<file path="config.mk">
export PLATFORM = sky130hd
export DESIGN_NAME = tlc_loop_ctrl
export DESIGN_NICKNAME = d
export VERILOG_FILES = /design/src/shared/tlc_pkg.sv /design/src/core/tlc_fifo.sv /design/src/core/tlc_loop_ctrl.sv
export SDC_FILE = /design/constraint.sdc
export NUM_CORES = 1
export LEC_CHECK = 0
export BUFFER_PORTS_ARGS = -buffer_cell sky130_fd_sc_hd__buf_2
export CAP_MARGIN = 15
export CORE_ASPECT_RATIO = 1.1
export CORE_MARGIN = 5
export CORE_UTILIZATION = 30
export DETAILED_ROUTE_END_ITERATION = 12
export SYNTH_ARGS = -nofsm -noshare
export SYNTH_HDL_FRONTEND = slang
export SYNTH_SLANG_ARGS = --single-unit
</file>
<file path="constraint.sdc">
create_clock -name clk_sys_in -period 15.7 [get_ports clk_sys_in]
set_clock_uncertainty 0.15 [all_clocks]
set_input_delay 0.785 -clock clk_sys_in [delete_from_list [all_inputs] [get_ports clk_sys_in]]
set_output_delay 0.785 -clock clk_sys_in [all_outputs]
set_load 0.02 [all_outputs]
</file>
<file path="src/shared/tlc_pkg.sv">
// Package for the traffic-channel test loop controller: constants, types, notes
// Functional notes
// - Test functions change only on layer 3 commands over the control channel, acknowledged.
// - Test SIM removal or power-off deactivates every active test function.
// - Traffic loops and the digital audio test port never run together.
// - Ignore a loop close request if no traffic channel or a loop already closed.
// - Otherwise close the requested loop and send a loop close confirmation.
// - Loop A feeds good decoded frames back to the encoder, uplink, same channel.
// - Full and half rate speech loops 260 bits in loops A and B.
// - Enhanced full rate speech loops 244 bits in loops A and B.
// - Loop A sends an all-zero frame uplink for a bad speech frame.
// - Loop A uplink content for fast control frames is undefined; control works normally.
// - Loop B loops every speech frame without signalling erasures.
// - Loop C sends the 114 decrypted, undecoded information bits of each burst uplink.
// - Loop C retransmits regardless of midamble, uplink uses own normal midamble.
// - Loop C never loops slow control or idle bursts.
// - Loop C operates within 104 frames after the confirmation.
// - Loop C round-trip delay is fixed, declared and below 26 frames.
// - Uplink slow control frame keeps its position; later bursts slip one frame.
// - Loop C is supported whenever any traffic channel is supported.
// - Loop D loops reliable frames; bad, unreliable or fast control frames go zero.
// - Loop E loops valid and invalid silence frames; erased silence frames go zero.
package tlc_pkg;
	localparam int FRAME_W = 260;
	localparam int BURST_W = 114;
	localparam int FIFO_DEPTH = 8;
	localparam logic [8:0] SPEECH_BITS = 9'h104;
	localparam logic [8:0] EFR_BITS = 9'h0F4;
	localparam logic [7:0] CONFIRM_WINDOW_FRAMES = 8'h68;
	localparam logic [4:0] RTD_LIMIT_FRAMES = 5'h1A;
	localparam logic [4:0] RTD_FRAMES = 5'h05;
	localparam logic [1:0] SID_ERASED = 2'h0;
	localparam logic [1:0] SID_INVALID = 2'h1;
	localparam logic [1:0] SID_VALID = 2'h2;

	typedef enum logic [2:0] {TLC_LOOP_A, TLC_LOOP_B, TLC_LOOP_C, TLC_LOOP_D, TLC_LOOP_E, TLC_LOOP_F} tlc_loop_t;
	typedef enum logic [1:0] {TLC_CH_FULL, TLC_CH_HALF, TLC_CH_EFR, TLC_CH_DATA} tlc_chan_t;

	typedef struct packed {
		logic [FRAME_W-1:0] bits;
		logic               bad_frame_flag;
		logic               unreliable_frame_flag;
		logic               fast_ctrl;
		logic [1:0]         silence_descriptor_class;
	} tlc_frame_t;

	typedef struct packed {
		logic [BURST_W-1:0] bits;
		logic               slow_ctrl;
		logic               idle;
	} tlc_burst_t;
endpackage

</file>
<file path="src/core/tlc_fifo.sv">
// Valid/ready FIFO in flip-flops
`timescale 1ns/10ps
module tlc_fifo #(
	parameter int W = 8,
	parameter int D = 8
) (
	input  wire logic         clk_in,
	input  wire logic         rstn_in,
	input  wire logic         flush_in,
	input  wire logic         in_valid_in,
	output logic              in_ready_out,
	input  wire logic [W-1:0] in_data_in,
	output logic              out_valid_out,
	input  wire logic         out_ready_in,
	output logic [W-1:0]      out_data_out
);
	localparam int AW = $clog2(D);
	logic [W-1:0]  mem_reg [D];
	logic [AW-1:0] wr_reg;
	logic [AW-1:0] rd_reg;
	logic [AW:0]   cnt_reg;
	wire           push = in_valid_in && in_ready_out;
	wire           pop  = out_valid_out && out_ready_in;

	assign in_ready_out  = (cnt_reg != D[AW:0]);
	assign out_valid_out = (cnt_reg != '0);
	assign out_data_out  = mem_reg[rd_reg];

	always_ff @(posedge clk_in) begin
		if (push)
			mem_reg[wr_reg] <= in_data_in;
	end

	always_ff @(posedge clk_in or negedge rstn_in) begin
		if (!rstn_in) begin
			wr_reg  <= '0;
			rd_reg  <= '0;
			cnt_reg <= '0;
		end else if (flush_in) begin
			wr_reg  <= '0;
			rd_reg  <= '0;
			cnt_reg <= '0;
		end else begin
			wr_reg  <= push ? AW'(wr_reg + 1'b1) : wr_reg;
			rd_reg  <= pop ? AW'(rd_reg + 1'b1) : rd_reg;
			cnt_reg <= (AW+1)'(cnt_reg + push - pop);
		end
	end
endmodule

</file>
<file path="src/core/tlc_loop_ctrl.sv">
// Traffic-channel test loop controller: command handling and frame/burst loopback
`timescale 1ns/10ps
module tlc_loop_ctrl (
	input  wire logic                clk_sys_in,
	input  wire logic                rstn_in,
	input  wire logic                frame_tick_in,
	input  wire logic                l3_close_req_in,
	input  wire tlc_pkg::tlc_loop_t  l3_close_loop_in,
	input  wire logic                l3_open_req_in,
	input  wire logic                tch_active_in,
	input  wire tlc_pkg::tlc_chan_t  tch_type_in,
	input  wire logic                test_sim_present_in,
	input  wire logic                power_down_in,
	input  wire logic                dai_active_in,
	input  wire logic                dec_valid_in,
	input  wire tlc_pkg::tlc_frame_t dec_frame_in,
	input  wire logic                burst_valid_in,
	input  wire tlc_pkg::tlc_burst_t burst_in,
	input  wire logic                enc_ready_in,
	output logic                     enc_valid_out,
	output logic [tlc_pkg::FRAME_W-1:0] enc_bits_out,
	output logic [8:0]               enc_len_out,
	output logic                     ul_burst_valid_out,
	output logic [tlc_pkg::BURST_W-1:0] ul_burst_out,
	output logic                     l3_confirm_out,
	output logic                     loop_closed_out,
	output logic                     burst_loop_live_out,
	output logic                     dai_allowed_out,
	output logic                     fifo_full_out
);
	typedef enum logic [1:0] {TLC_OPEN, TLC_CLOSED} tlc_state_t;

	//////////////////////////////////////////////////////////////////////////////
	// Reset release and pin sync
	logic [1:0] rst_sync_reg;
	wire        rstn = rst_sync_reg[1];
	always_ff @(posedge clk_sys_in or negedge rstn_in) begin
		if (!rstn_in)
			rst_sync_reg <= 2'b00;
		else
			rst_sync_reg <= {rst_sync_reg[0], 1'b1};
	end

	logic [1:0] sim_sync_reg;
	logic [1:0] pwr_sync_reg;
	always_ff @(posedge clk_sys_in or negedge rstn) begin
		if (!rstn) begin
			sim_sync_reg <= 2'b00;
			pwr_sync_reg <= 2'b11;
		end else begin
			sim_sync_reg <= {sim_sync_reg[0], test_sim_present_in};
			pwr_sync_reg <= {pwr_sync_reg[0], power_down_in};
		end
	end

	//////////////////////////////////////////////////////////////////////////////
	// Command handling
	tlc_state_t         state_reg;
	tlc_pkg::tlc_loop_t mode_reg;
	tlc_pkg::tlc_chan_t chan_reg;
	logic [4:0]         rtd_reg;

	wire deact      = !sim_sync_reg[1] || pwr_sync_reg[1] || l3_open_req_in;
	wire closed     = (state_reg == TLC_CLOSED);
	wire accept     = l3_close_req_in && tch_active_in && !closed && !dai_active_in && !deact;
	wire is_burst   = closed && (mode_reg == tlc_pkg::TLC_LOOP_C);
	wire burst_live = is_burst && (rtd_reg == tlc_pkg::RTD_FRAMES);

	always_ff @(posedge clk_sys_in or negedge rstn) begin
		if (!rstn) begin
			state_reg <= TLC_OPEN;
			mode_reg  <= tlc_pkg::TLC_LOOP_A;
			chan_reg  <= tlc_pkg::TLC_CH_FULL;
		end else if (deact || !tch_active_in) begin
			state_reg <= TLC_OPEN;
		end else if (accept) begin
			state_reg <= TLC_CLOSED;
			mode_reg  <= l3_close_loop_in;
			chan_reg  <= tch_type_in;
		end
	end

	always_ff @(posedge clk_sys_in or negedge rstn) begin
		if (!rstn)
			l3_confirm_out <= 1'b0;
		else
			l3_confirm_out <= accept;
	end

	// Fixed delay counted in TDMA frames; live well inside the reporting window
	always_ff @(posedge clk_sys_in or negedge rstn) begin
		if (!rstn)
			rtd_reg <= '0;
		else if (!is_burst)
			rtd_reg <= '0;
		else if (frame_tick_in && (rtd_reg != tlc_pkg::RTD_FRAMES))
			rtd_reg <= rtd_reg + 5'h01;
	end

	//////////////////////////////////////////////////////////////////////////////
	// Frame loops A, B, D, E, F
	wire sid_ok   = (dec_frame_in.silence_descriptor_class == tlc_pkg::SID_VALID)
	             || (dec_frame_in.silence_descriptor_class == tlc_pkg::SID_INVALID);
	wire zero_a   = dec_frame_in.bad_frame_flag || dec_frame_in.fast_ctrl;
	wire zero_d   = dec_frame_in.bad_frame_flag || dec_frame_in.unreliable_frame_flag
	             || dec_frame_in.fast_ctrl;
	wire zero_e   = !sid_ok || dec_frame_in.fast_ctrl;
	wire zero_f   = (dec_frame_in.silence_descriptor_class != tlc_pkg::SID_VALID) || zero_d;
	logic zero_sel;
	always_comb begin
		unique case (mode_reg)
			tlc_pkg::TLC_LOOP_A: zero_sel = zero_a;
			tlc_pkg::TLC_LOOP_B: zero_sel = 1'b0;
			tlc_pkg::TLC_LOOP_D: zero_sel = zero_d;
			tlc_pkg::TLC_LOOP_E: zero_sel = zero_e;
			tlc_pkg::TLC_LOOP_F: zero_sel = zero_f;
			default:             zero_sel = 1'b0;
		endcase
	end
	wire [8:0] frame_len = (chan_reg == tlc_pkg::TLC_CH_EFR) ? tlc_pkg::EFR_BITS : tlc_pkg::SPEECH_BITS;
	wire [tlc_pkg::FRAME_W-1:0] len_mask = {tlc_pkg::FRAME_W{1'b1}} >> (9'(tlc_pkg::FRAME_W) - frame_len);
	wire frame_loop = closed && !is_burst;
	wire [tlc_pkg::FRAME_W-1:0] frame_bits = zero_sel ? '0 : (dec_frame_in.bits & len_mask);

	//////////////////////////////////////////////////////////////////////////////
	// Burst loop C through the FIFO
	wire                        bq_in_valid = is_burst && burst_valid_in
	                                       && !burst_in.slow_ctrl && !burst_in.idle;
	wire                        bq_out_valid;
	wire [tlc_pkg::BURST_W-1:0] bq_out_data;
	wire                        bq_in_ready;
	wire                        bq_pop = burst_live && frame_tick_in && bq_out_valid;

	tlc_fifo #(
		.W (tlc_pkg::BURST_W),
		.D (tlc_pkg::FIFO_DEPTH)
	) u_burst_fifo (
		.clk_in        (clk_sys_in),
		.rstn_in       (rstn),
		.flush_in      (!is_burst),
		.in_valid_in   (bq_in_valid),
		.in_ready_out  (bq_in_ready),
		.in_data_in    (burst_in.bits),
		.out_valid_out (bq_out_valid),
		.out_ready_in  (bq_pop),
		.out_data_out  (bq_out_data)
	);

	//////////////////////////////////////////////////////////////////////////////
	// Registered outputs
	always_ff @(posedge clk_sys_in or negedge rstn) begin
		if (!rstn) begin
			enc_valid_out       <= 1'b0;
			enc_bits_out        <= '0;
			enc_len_out         <= '0;
			ul_burst_valid_out  <= 1'b0;
			ul_burst_out        <= '0;
			loop_closed_out     <= 1'b0;
			burst_loop_live_out <= 1'b0;
			dai_allowed_out     <= 1'b1;
			fifo_full_out       <= 1'b0;
		end else begin
			enc_valid_out       <= frame_loop && dec_valid_in && enc_ready_in;
			if (frame_loop && dec_valid_in) begin
				enc_bits_out <= frame_bits;
				enc_len_out  <= frame_len;
			end
			ul_burst_valid_out  <= bq_pop;
			if (bq_pop)
				ul_burst_out <= bq_out_data;
			loop_closed_out     <= closed;
			burst_loop_live_out <= burst_live;
			dai_allowed_out     <= !closed && !accept;
			fifo_full_out       <= !bq_in_ready;
		end
	end
endmodule

</file>
==> results.py, run 1 <==
metrics = {
    "clock_network": {
        "cts.sinks": 1323,
        "clock_insertion_delay_worst_skew_ns": 0.78,
        "cts_tree": "done",
        "cts.reportedPaths.clkPinSlew_ns": 0.06,
        "cts-hold-fix-buffers": 126,
        "htree_num_levels": 4,
        "cts_post_setup_buffers_inserted": 0,
        "cell_at_the_root_of_the_clock_tree": "clkbuf_16",
        "post_cts_resized": 0,
        "cts.path.max_buffers": 3,
        "numCtsBuffers": 143,
    },
    "run_status": {
        "status": "finished, final reports clean",
    },
    "setup_path": {
        "reg2reg_depth": 8,
        "cpMaxStageDelayCell": "buf_4",
        "critPathRequiredTime_ns": 16.23,
        "register_to_register_setup_slack_ns": 10.80,
        "worstSetupEndpointType": "flip-flop",
        "cp_common_cell": "buf_4",
        "timing.critical_path.cells": "nand2b_1, o211ai_1, buf_4, o21ba_4, buf_4, buf_4, buf_4, a22o_1",
        "timing_worst_setup_path_type": "flip-flop to flip-flop",
        "worst_path_dominant_cell_family": "buffers and inverters",
        "cp-start-kind": "flip-flop",
        "worst_r2r_startpoint": "mode_reg[0]",
        "slowest_delay_ns": 0.82,
        "crit_buf_inv": 4,
        "timing.critical_path.arrival_ns": 5.44,
        "timing.critical_path.fanout_max": 87,
        "reg2reg_to": "enc_bits_out[113]",
    },
    "floorplanning": {
        "placeableCoreArea_um2": 161900,
        "design.portCount": 788,
        "start_util_pct": 30.13,
        "die_area_um2": 170800,
        "die_h_um": 433.0,
        "die_x_um": 394.5,
        "placementRows": 155,
    },
    "detailed_routing": {
        "wl_per_cell_um": 25.83,
        "drt_iter0_markers": 1809,
        "detail_route.wirelength_mm": 145.5,
        "vias_per_cell": 4.808,
        "antenna_violating_nets_post_route": 0,
        "drt_pre_antenna_iters": 5,
        "vias": 27079,
        "remaining_drc_errors": 0,
    },
    "sta": {
        "period_minus_slack_ns": 4.904,
        "hold_violations": 0,
        "worst_slew_margin_rel_pct": 23.13,
        "ratio_of_final_minimum_period_to_clock_period_pct": 31.24,
        "rsz0062_at_grt": "no",
        "report.final.slew_viol_count": 0,
        "max_freq_mhz": 203.9,
        "finalSetupViolations": 0,
        "worst_pin_slew_ns": 1.153,
        "fin_tns_setup_ns": 0,
    },
    "finish": {
        "finish.net_count": 3778,
        "multiInputGateArea_um2": 10370,
        "drive_gt1_share_pct": 37.20,
        "num-fill-cells": 14894,
        "largest_register_ffs": 912,
        "seqCellArea_um2": 37690,
        "syn_to_final_growth_pct": 25.08,
        "design_area_um2": 61040,
    },
    "logic_synthesis": {
        "synth_seq_area_share_pct": 77.21,
        "syn_area_per_cell_um2": 20.10,
        "yosys_register_bits": 1323,
        "number_of_distinct_library_cells_after_synthesis": 45,
        "postSynthCellCount": 2428,
        "mappedNetlistArea_um2": 48800,
        "yosysWarnings": 0,
    },
    "placement": {
        "dpl_cell_area_um2": 55090,
        "port_buffers": 784,
        "routabilityCongestion": 0.9753,
        "dp_hpwl_mm": 94.79,
    },
    "min_path": {
        "hp-class": "input pin to flip-flop",
        "holdPathStages": 2,
        "hold_path_startpoint": "dec_frame_in[18]",
        "whs_endpoint": "enc_bits_out[13]",
    },
    "grt": {
        "first_global_vias": 27890,
        "grt_resource_usage_total_pct": 16.61,
        "antenna_found_initial": 66,
        "globalRouteOverflowTotal": 0,
        "first_pass_grt_wire_length_mm": 207.7,
        "grt_start_max_net_pins": 153,
    },
    "power_and_ir_drop": {
        "fin_total_pwr_mw": 7.281,
        "power_leakage_nw": 23.27,
        "peakVddDrop_v": 0.0001198,
        "pwr_density_cell_nw_per_um2": 119.3,
    },
    "job": {
        "timing.max_cap.violations": 0,
    },
}
[final cells by class]
class	count	area share, %
Sequential cell	1323	61.75
Inverter	15	0.09225
Tap cell	2119	4.344
Multi-Input combinational cell	932	16.99
Timing Repair Buffer	953	9.147
Clock inverter	47	0.6949
Clock buffer	214	6.865
Antenna cell	29	0.1189
[cell usage after synthesis (all sizes together)]
library cell | n | area [µm²]
a311oi | 1 | 8.760
ha | 11 | 137.6
edfxtp | 912 | 27390
or3b | 2 | 17.52
o211ai | 1 | 7.510
xor2 | 5 | 43.79
nand2 | 120 | 450.4
dfrtp | 408 | 10210
nand4 | 3 | 18.77
a22o | 244 | 2137
nor2b | 1 | 6.260
and3 | 2 | 12.51
conb | 2 | 7.510
nor3 | 2 | 10.01
or3 | 3 | 18.77
mux2i | 115 | 1151
nor2 | 24 | 90.09
mux2 | 6 | 67.56
mux4 | 228 | 5135
nor4bb | 1 | 10.01
a21oi | 5 | 25.02
nand3 | 3 | 15.01
xnor2 | 4 | 35.03
a21o | 1 | 7.510
buf | 82 | 475.4
nand3b | 1 | 7.510
nor3b | 1 | 7.510
inv | 15 | 56.30
dfstp | 3 | 78.83
a211o | 1 | 8.760
clkbuf | 78 | 292.8
fa | 1 | 20.02
nand2b | 5 | 31.28
nand4bb | 2 | 38.79
or4b | 2 | 20.02
o21ba | 1 | 10.01
o21ai | 116 | 580.6
a32o | 16 | 160.2
[how the worst max path moves through the flow]
| stage | slack, ns | cells after the start | end | from |
|---|---|---|---|---|
| after floorplan | 3.25 | 0 | burst_loop_live_out | rst_sync_reg[1] |
| after global placement | 10.45 | 10 | enc_bits_out[113] | dec_frame_in[0] |
| after detailed placement | 10.39 | 10 | enc_bits_out[113] | dec_frame_in[0] |
| after CTS | 10.78 | 7 | ul_burst_out[103] | u_burst_fifo.rd_reg[2] |
| after global routing | 10.56 | 7 | ul_burst_out[40] | u_burst_fifo.rd_reg[2] |
| final | 10.80 | 8 | enc_bits_out[113] | mode_reg[0] |
[through the flow]
step           worst slack (ns)  instances  utilization (%)  hold WS (ns)
6_report                  10.80       5632            37.69       0.09673
5_1_grt                   10.56       5607            37.65       0.04172
4_1_cts                   10.78       5603            37.65     0.0002107
3_5_place_dp              10.39       5216            34.02        0.1973
3_3_place_gp              10.45       5216            34.02        0.1831
2_1_floorplan             3.252       2430                -        0.1812
[worst reg2reg max path, stage by stage (launching register included)]
cell	delay, ns
dfrtp_1	0.49
nand2b_1	0.25
o211ai_1	0.10
buf_4	0.34
o21ba_4	0.68
buf_4	0.83
buf_4	0.84
buf_4	0.83
a22o_1	0.30
[layer usage]
metal  routed length [µm]  part of all wire (%)  GRT usage, %
met5                  299                  0.21             0
met4                 6591                   4.5         7.010
met3                11300                   7.8         5.773
met2                71120                    49         27.66
met1                56150                    39         19.68
[layout by cell type, fill, tap and decap left out, drive strengths merged, types with 4 or more instances in the layout]
master         n
a22o         244
mux4         228
nand2b         5
dlygate4sd3  126
o21ai        116
nand2        120
clkinv        26
nor2          24
ha            11
a21oi          5
mux2           6
xnor2          4
a32o          16
inv           25
edfxtp       912
xor2           5
buf          827
clkinvlp       9
diode         29
mux2i        115
conb           4
clkbuf       214
dfrtp        408
[logic make-up (layout without fill, tap and decap cells)]
group | count (synthesis) | count (layout) | share of synthesized area, %
XOR/XNOR | 9 | 9 | 0.1615
buffers and inverters | 175 | 1229 | 1.690
adder cells (fa/ha/maj) | 12 | 12 | 0.3231
other | 2 | 33 | 0.01539
flip-flops | 1323 | 1323 | 77.21
multiplexers | 349 | 349 | 13.02
AO/OA/AOI/OAI | 386 | 386 | 6.036
AND/OR/NAND/NOR | 172 | 172 | 1.546
[report_power, final]
part	total (mW)	leakage (nW)	internal (mW)	switching [mW]
Combinational	0.218	7.40	0.0849	0.133
Sequential	3.78	13.6	3.76	0.0214
Clock	3.28	2.24	1.89	1.39
Total	7.28	23.3	5.74	1.54
Note: power is estimated with default switching activity, not from simulation.
==> run 2, diff against run 1 <==
- clock period: 15.7 -> 5.1 ns (I/O delays scaled with it)
==> results.py, run 2 (synthesized netlist as in run 1, its figures left out) <==
metrics = {
    "detailed_routing": {
        "wl_per_cell_um": 25.19,
        "wl_met1_mm": 60.70,
        "detail_route.wirelength_mm": 149.9,
        "detailroute.wirelength.met2_mm": 72.42,
        "drt_iter0_markers": 2037,
        "drt_pre_antenna_iters": 5,
        "top_signal_layer_used": "met5",
        "vias": 28411,
        "remaining_drc_errors": 0,
        "vias_per_cell": 4.774,
        "antenna_violating_nets_post_route": 0,
        "met3_wirelength_mm": 9.683,
    },
    "floorplanning": {
        "die_x_um": 394.5,
        "start_util_pct": 30.13,
        "die_area_um2": 170800,
        "die_h_um": 433.0,
        "placeableCoreArea_um2": 161900,
        "design.portCount": 788,
        "placementRows": 155,
    },
    "sta": {
        "report.final.slew_viol_count": 0,
        "period_minus_slack_ns": 3.367,
        "ratio_of_final_minimum_period_to_clock_period_pct": 66.03,
        "worst_slew_margin_rel_pct": 17.88,
        "hold_violations": 0,
        "fin_tns_setup_ns": 0,
        "max_freq_mhz": 297.0,
        "worst_pin_slew_ns": 1.232,
        "finalSetupViolations": 0,
        "setup_ws_ns": 1.733,
        "rsz0062_at_grt": "no",
    },
    "setup_path": {
        "cp_common_cell": "dlygate4sd3_1",
        "timing.critical_path.fanout_max": 68,
        "worst_r2r_startpoint": "u_burst_fifo.cnt_reg[2]",
        "timing.critical_path.arrival_ns": 3.61,
        "reg2reg_to": "u_burst_fifo.mem_reg[3][40]",
        "cp-start-kind": "input pin",
        "cpMaxStageDelayCell": "dlygate4sd3_1",
        "worstSetupEndpointType": "flip-flop",
        "register_to_register_setup_slack_ns": 1.91,
        "timing_worst_setup_path_type": "input pin to flip-flop",
        "reg2reg_depth": 7,
        "critPathRequiredTime_ns": 5.35,
        "timing.critical_path.cells": "dlygate4sd3_1, buf_2, nor2_1, dlygate4sd3_1, nand3_1, or3_1, nor2_4, buf_12",
        "slowest_delay_ns": 0.62,
    },
    "placement": {
        "port_buffers": 784,
        "routabilityCongestion": 0.9442,
        "dpl_worst_slack_ns": 1.874,
        "dp_hpwl_mm": 100.9,
        "dpl_cell_area_um2": 55660,
    },
    "clock_network": {
        "clock_insertion_delay_worst_skew_ns": 0.78,
        "cts.reportedPaths.clkPinSlew_ns": 0.06,
        "cts.path.max_buffers": 3,
        "cts_tree": "done",
        "post_cts_resized": 0,
        "cell_at_the_root_of_the_clock_tree": "clkbuf_16",
        "numCtsBuffers": 139,
        "htree_num_levels": 4,
        "cts.sinks": 1323,
    },
    "grt": {
        "grt_resource_usage_total_pct": 17.23,
        "first_global_vias": 29841,
        "grt_start_max_net_pins": 209,
        "antenna_found_initial": 41,
        "first_pass_grt_wire_length_mm": 217.2,
        "globalRouteOverflowTotal": 0,
    },
    "finish": {
        "syn_to_final_growth_pct": 32.49,
        "finish.net_count": 4092,
        "core_occupancy_in_the_finished_layout_pct": 39.92,
        "final_common_cell": "edfxtp_1",
        "design_area_um2": 64650,
        "largest_register_ffs": 912,
        "mostFrequentLayoutCells": "912 x edfxtp_1, 784 x buf_2, 413 x dlygate4sd3_1",
        "drive_gt1_share_pct": 34.82,
    },
    "power_and_ir_drop": {
        "power_leakage_nw": 24.79,
        "peakVddDrop_v": 0.0003054,
        "pwr_density_cell_nw_per_um2": 355.9,
    },
    "min_path": {
        "holdPathStages": 3,
        "hp-class": "input pin to flip-flop",
        "whs_endpoint": "enc_bits_out[78]",
        "hold_path_startpoint": "dec_frame_in[83]",
    },
    "job": {
        "timing.max_cap.violations": 0,
    },
    "run_status": {
        "status": "finished, final reports clean",
    },
}
run 2: cell types whose count changed in the layout (fill, tap and decap cells not counted), sizes merged:
cell / before / now
dlygate4sd3: 126 / 413
buf: 827 / 858
clkbuf: 214 / 190
bufinv: 2 / 16
clkinv: 26 / 40
diode: 29 / 35
inv: 25 / 19
clkinvlp: 9 / 6
run 2: how the worst max path moves through the flow:
stage                                        end                     from  cells past startpoint
CTS                  u_burst_fifo.mem_reg[3][40]              burst_in[0]                      8
finish               u_burst_fifo.mem_reg[3][40]              burst_in[0]                      8
global placement    u_burst_fifo.mem_reg[3][104]  u_burst_fifo.cnt_reg[2]                      7
floorplan             u_burst_fifo.mem_reg[7][0]  u_burst_fifo.cnt_reg[2]                      6
global route         u_burst_fifo.mem_reg[3][40]              burst_in[0]                      8
detailed placement   u_burst_fifo.mem_reg[3][35]  u_burst_fifo.cnt_reg[2]                      7
run 2: area by class of cell:
type | instances | area [µm²]
fillers | 14488 | 97290
flip-flops and latches | 1323 | 37690
multi-input cells | 932 | 10380
repair buffers | 1271 | 9014
clock buffers | 190 | 3886
well taps | 2119 | 2651
clock inverters | 66 | 883.3
diodes | 35 | 87.58
inverters | 15 | 56.30
run 2: per-layer routing:
| metal | global-route usage (%) | vias to the layer above |
|---|---|---|
| met5 | 0 | - |
| met4 | 7.141 | 20 |
| met3 | 4.797 | 271 |
| met2 | 28.16 | 1032 |
| met1 | 21.72 | 14793 |
| li1 | - | 12295 |
run 2: critical path, delay by kind of cell:
kind                   cells  cell delay [ns]
AND/OR/NAND/NOR            4             1.54
buffers and inverters      4             1.66
run 2: power breakdown:
part           total [mW]  internal, mW  switching (mW)
clock network        10.5          6.20            4.27
logic               0.899         0.416           0.483
registers            11.6          11.6          0.0588
total                23.0          18.2            4.81
run 2: what timing repair did:
item	in CTS	in global routing
setup buffers	0	0
endpoints found under the hold margin	1206	0
hold buffers	413	0
run 2: per-stage QoR:
| step | hold slack [ns] | total power [mW] | cells |
|---|---|---|---|
| 2_1_floorplan | -0.1906 | 12.04 | 2430 |
| 4_1_cts | 0.00007139 | 23.31 | 5916 |
| 3_5_place_dp | -0.1063 | 12.47 | 5247 |
| 5_1_grt | 0.03569 | 23.83 | 5934 |
| 6_report | 0.07815 | 23.01 | 5951 |
| 3_3_place_gp | -0.1059 | 12.45 | 5247 |
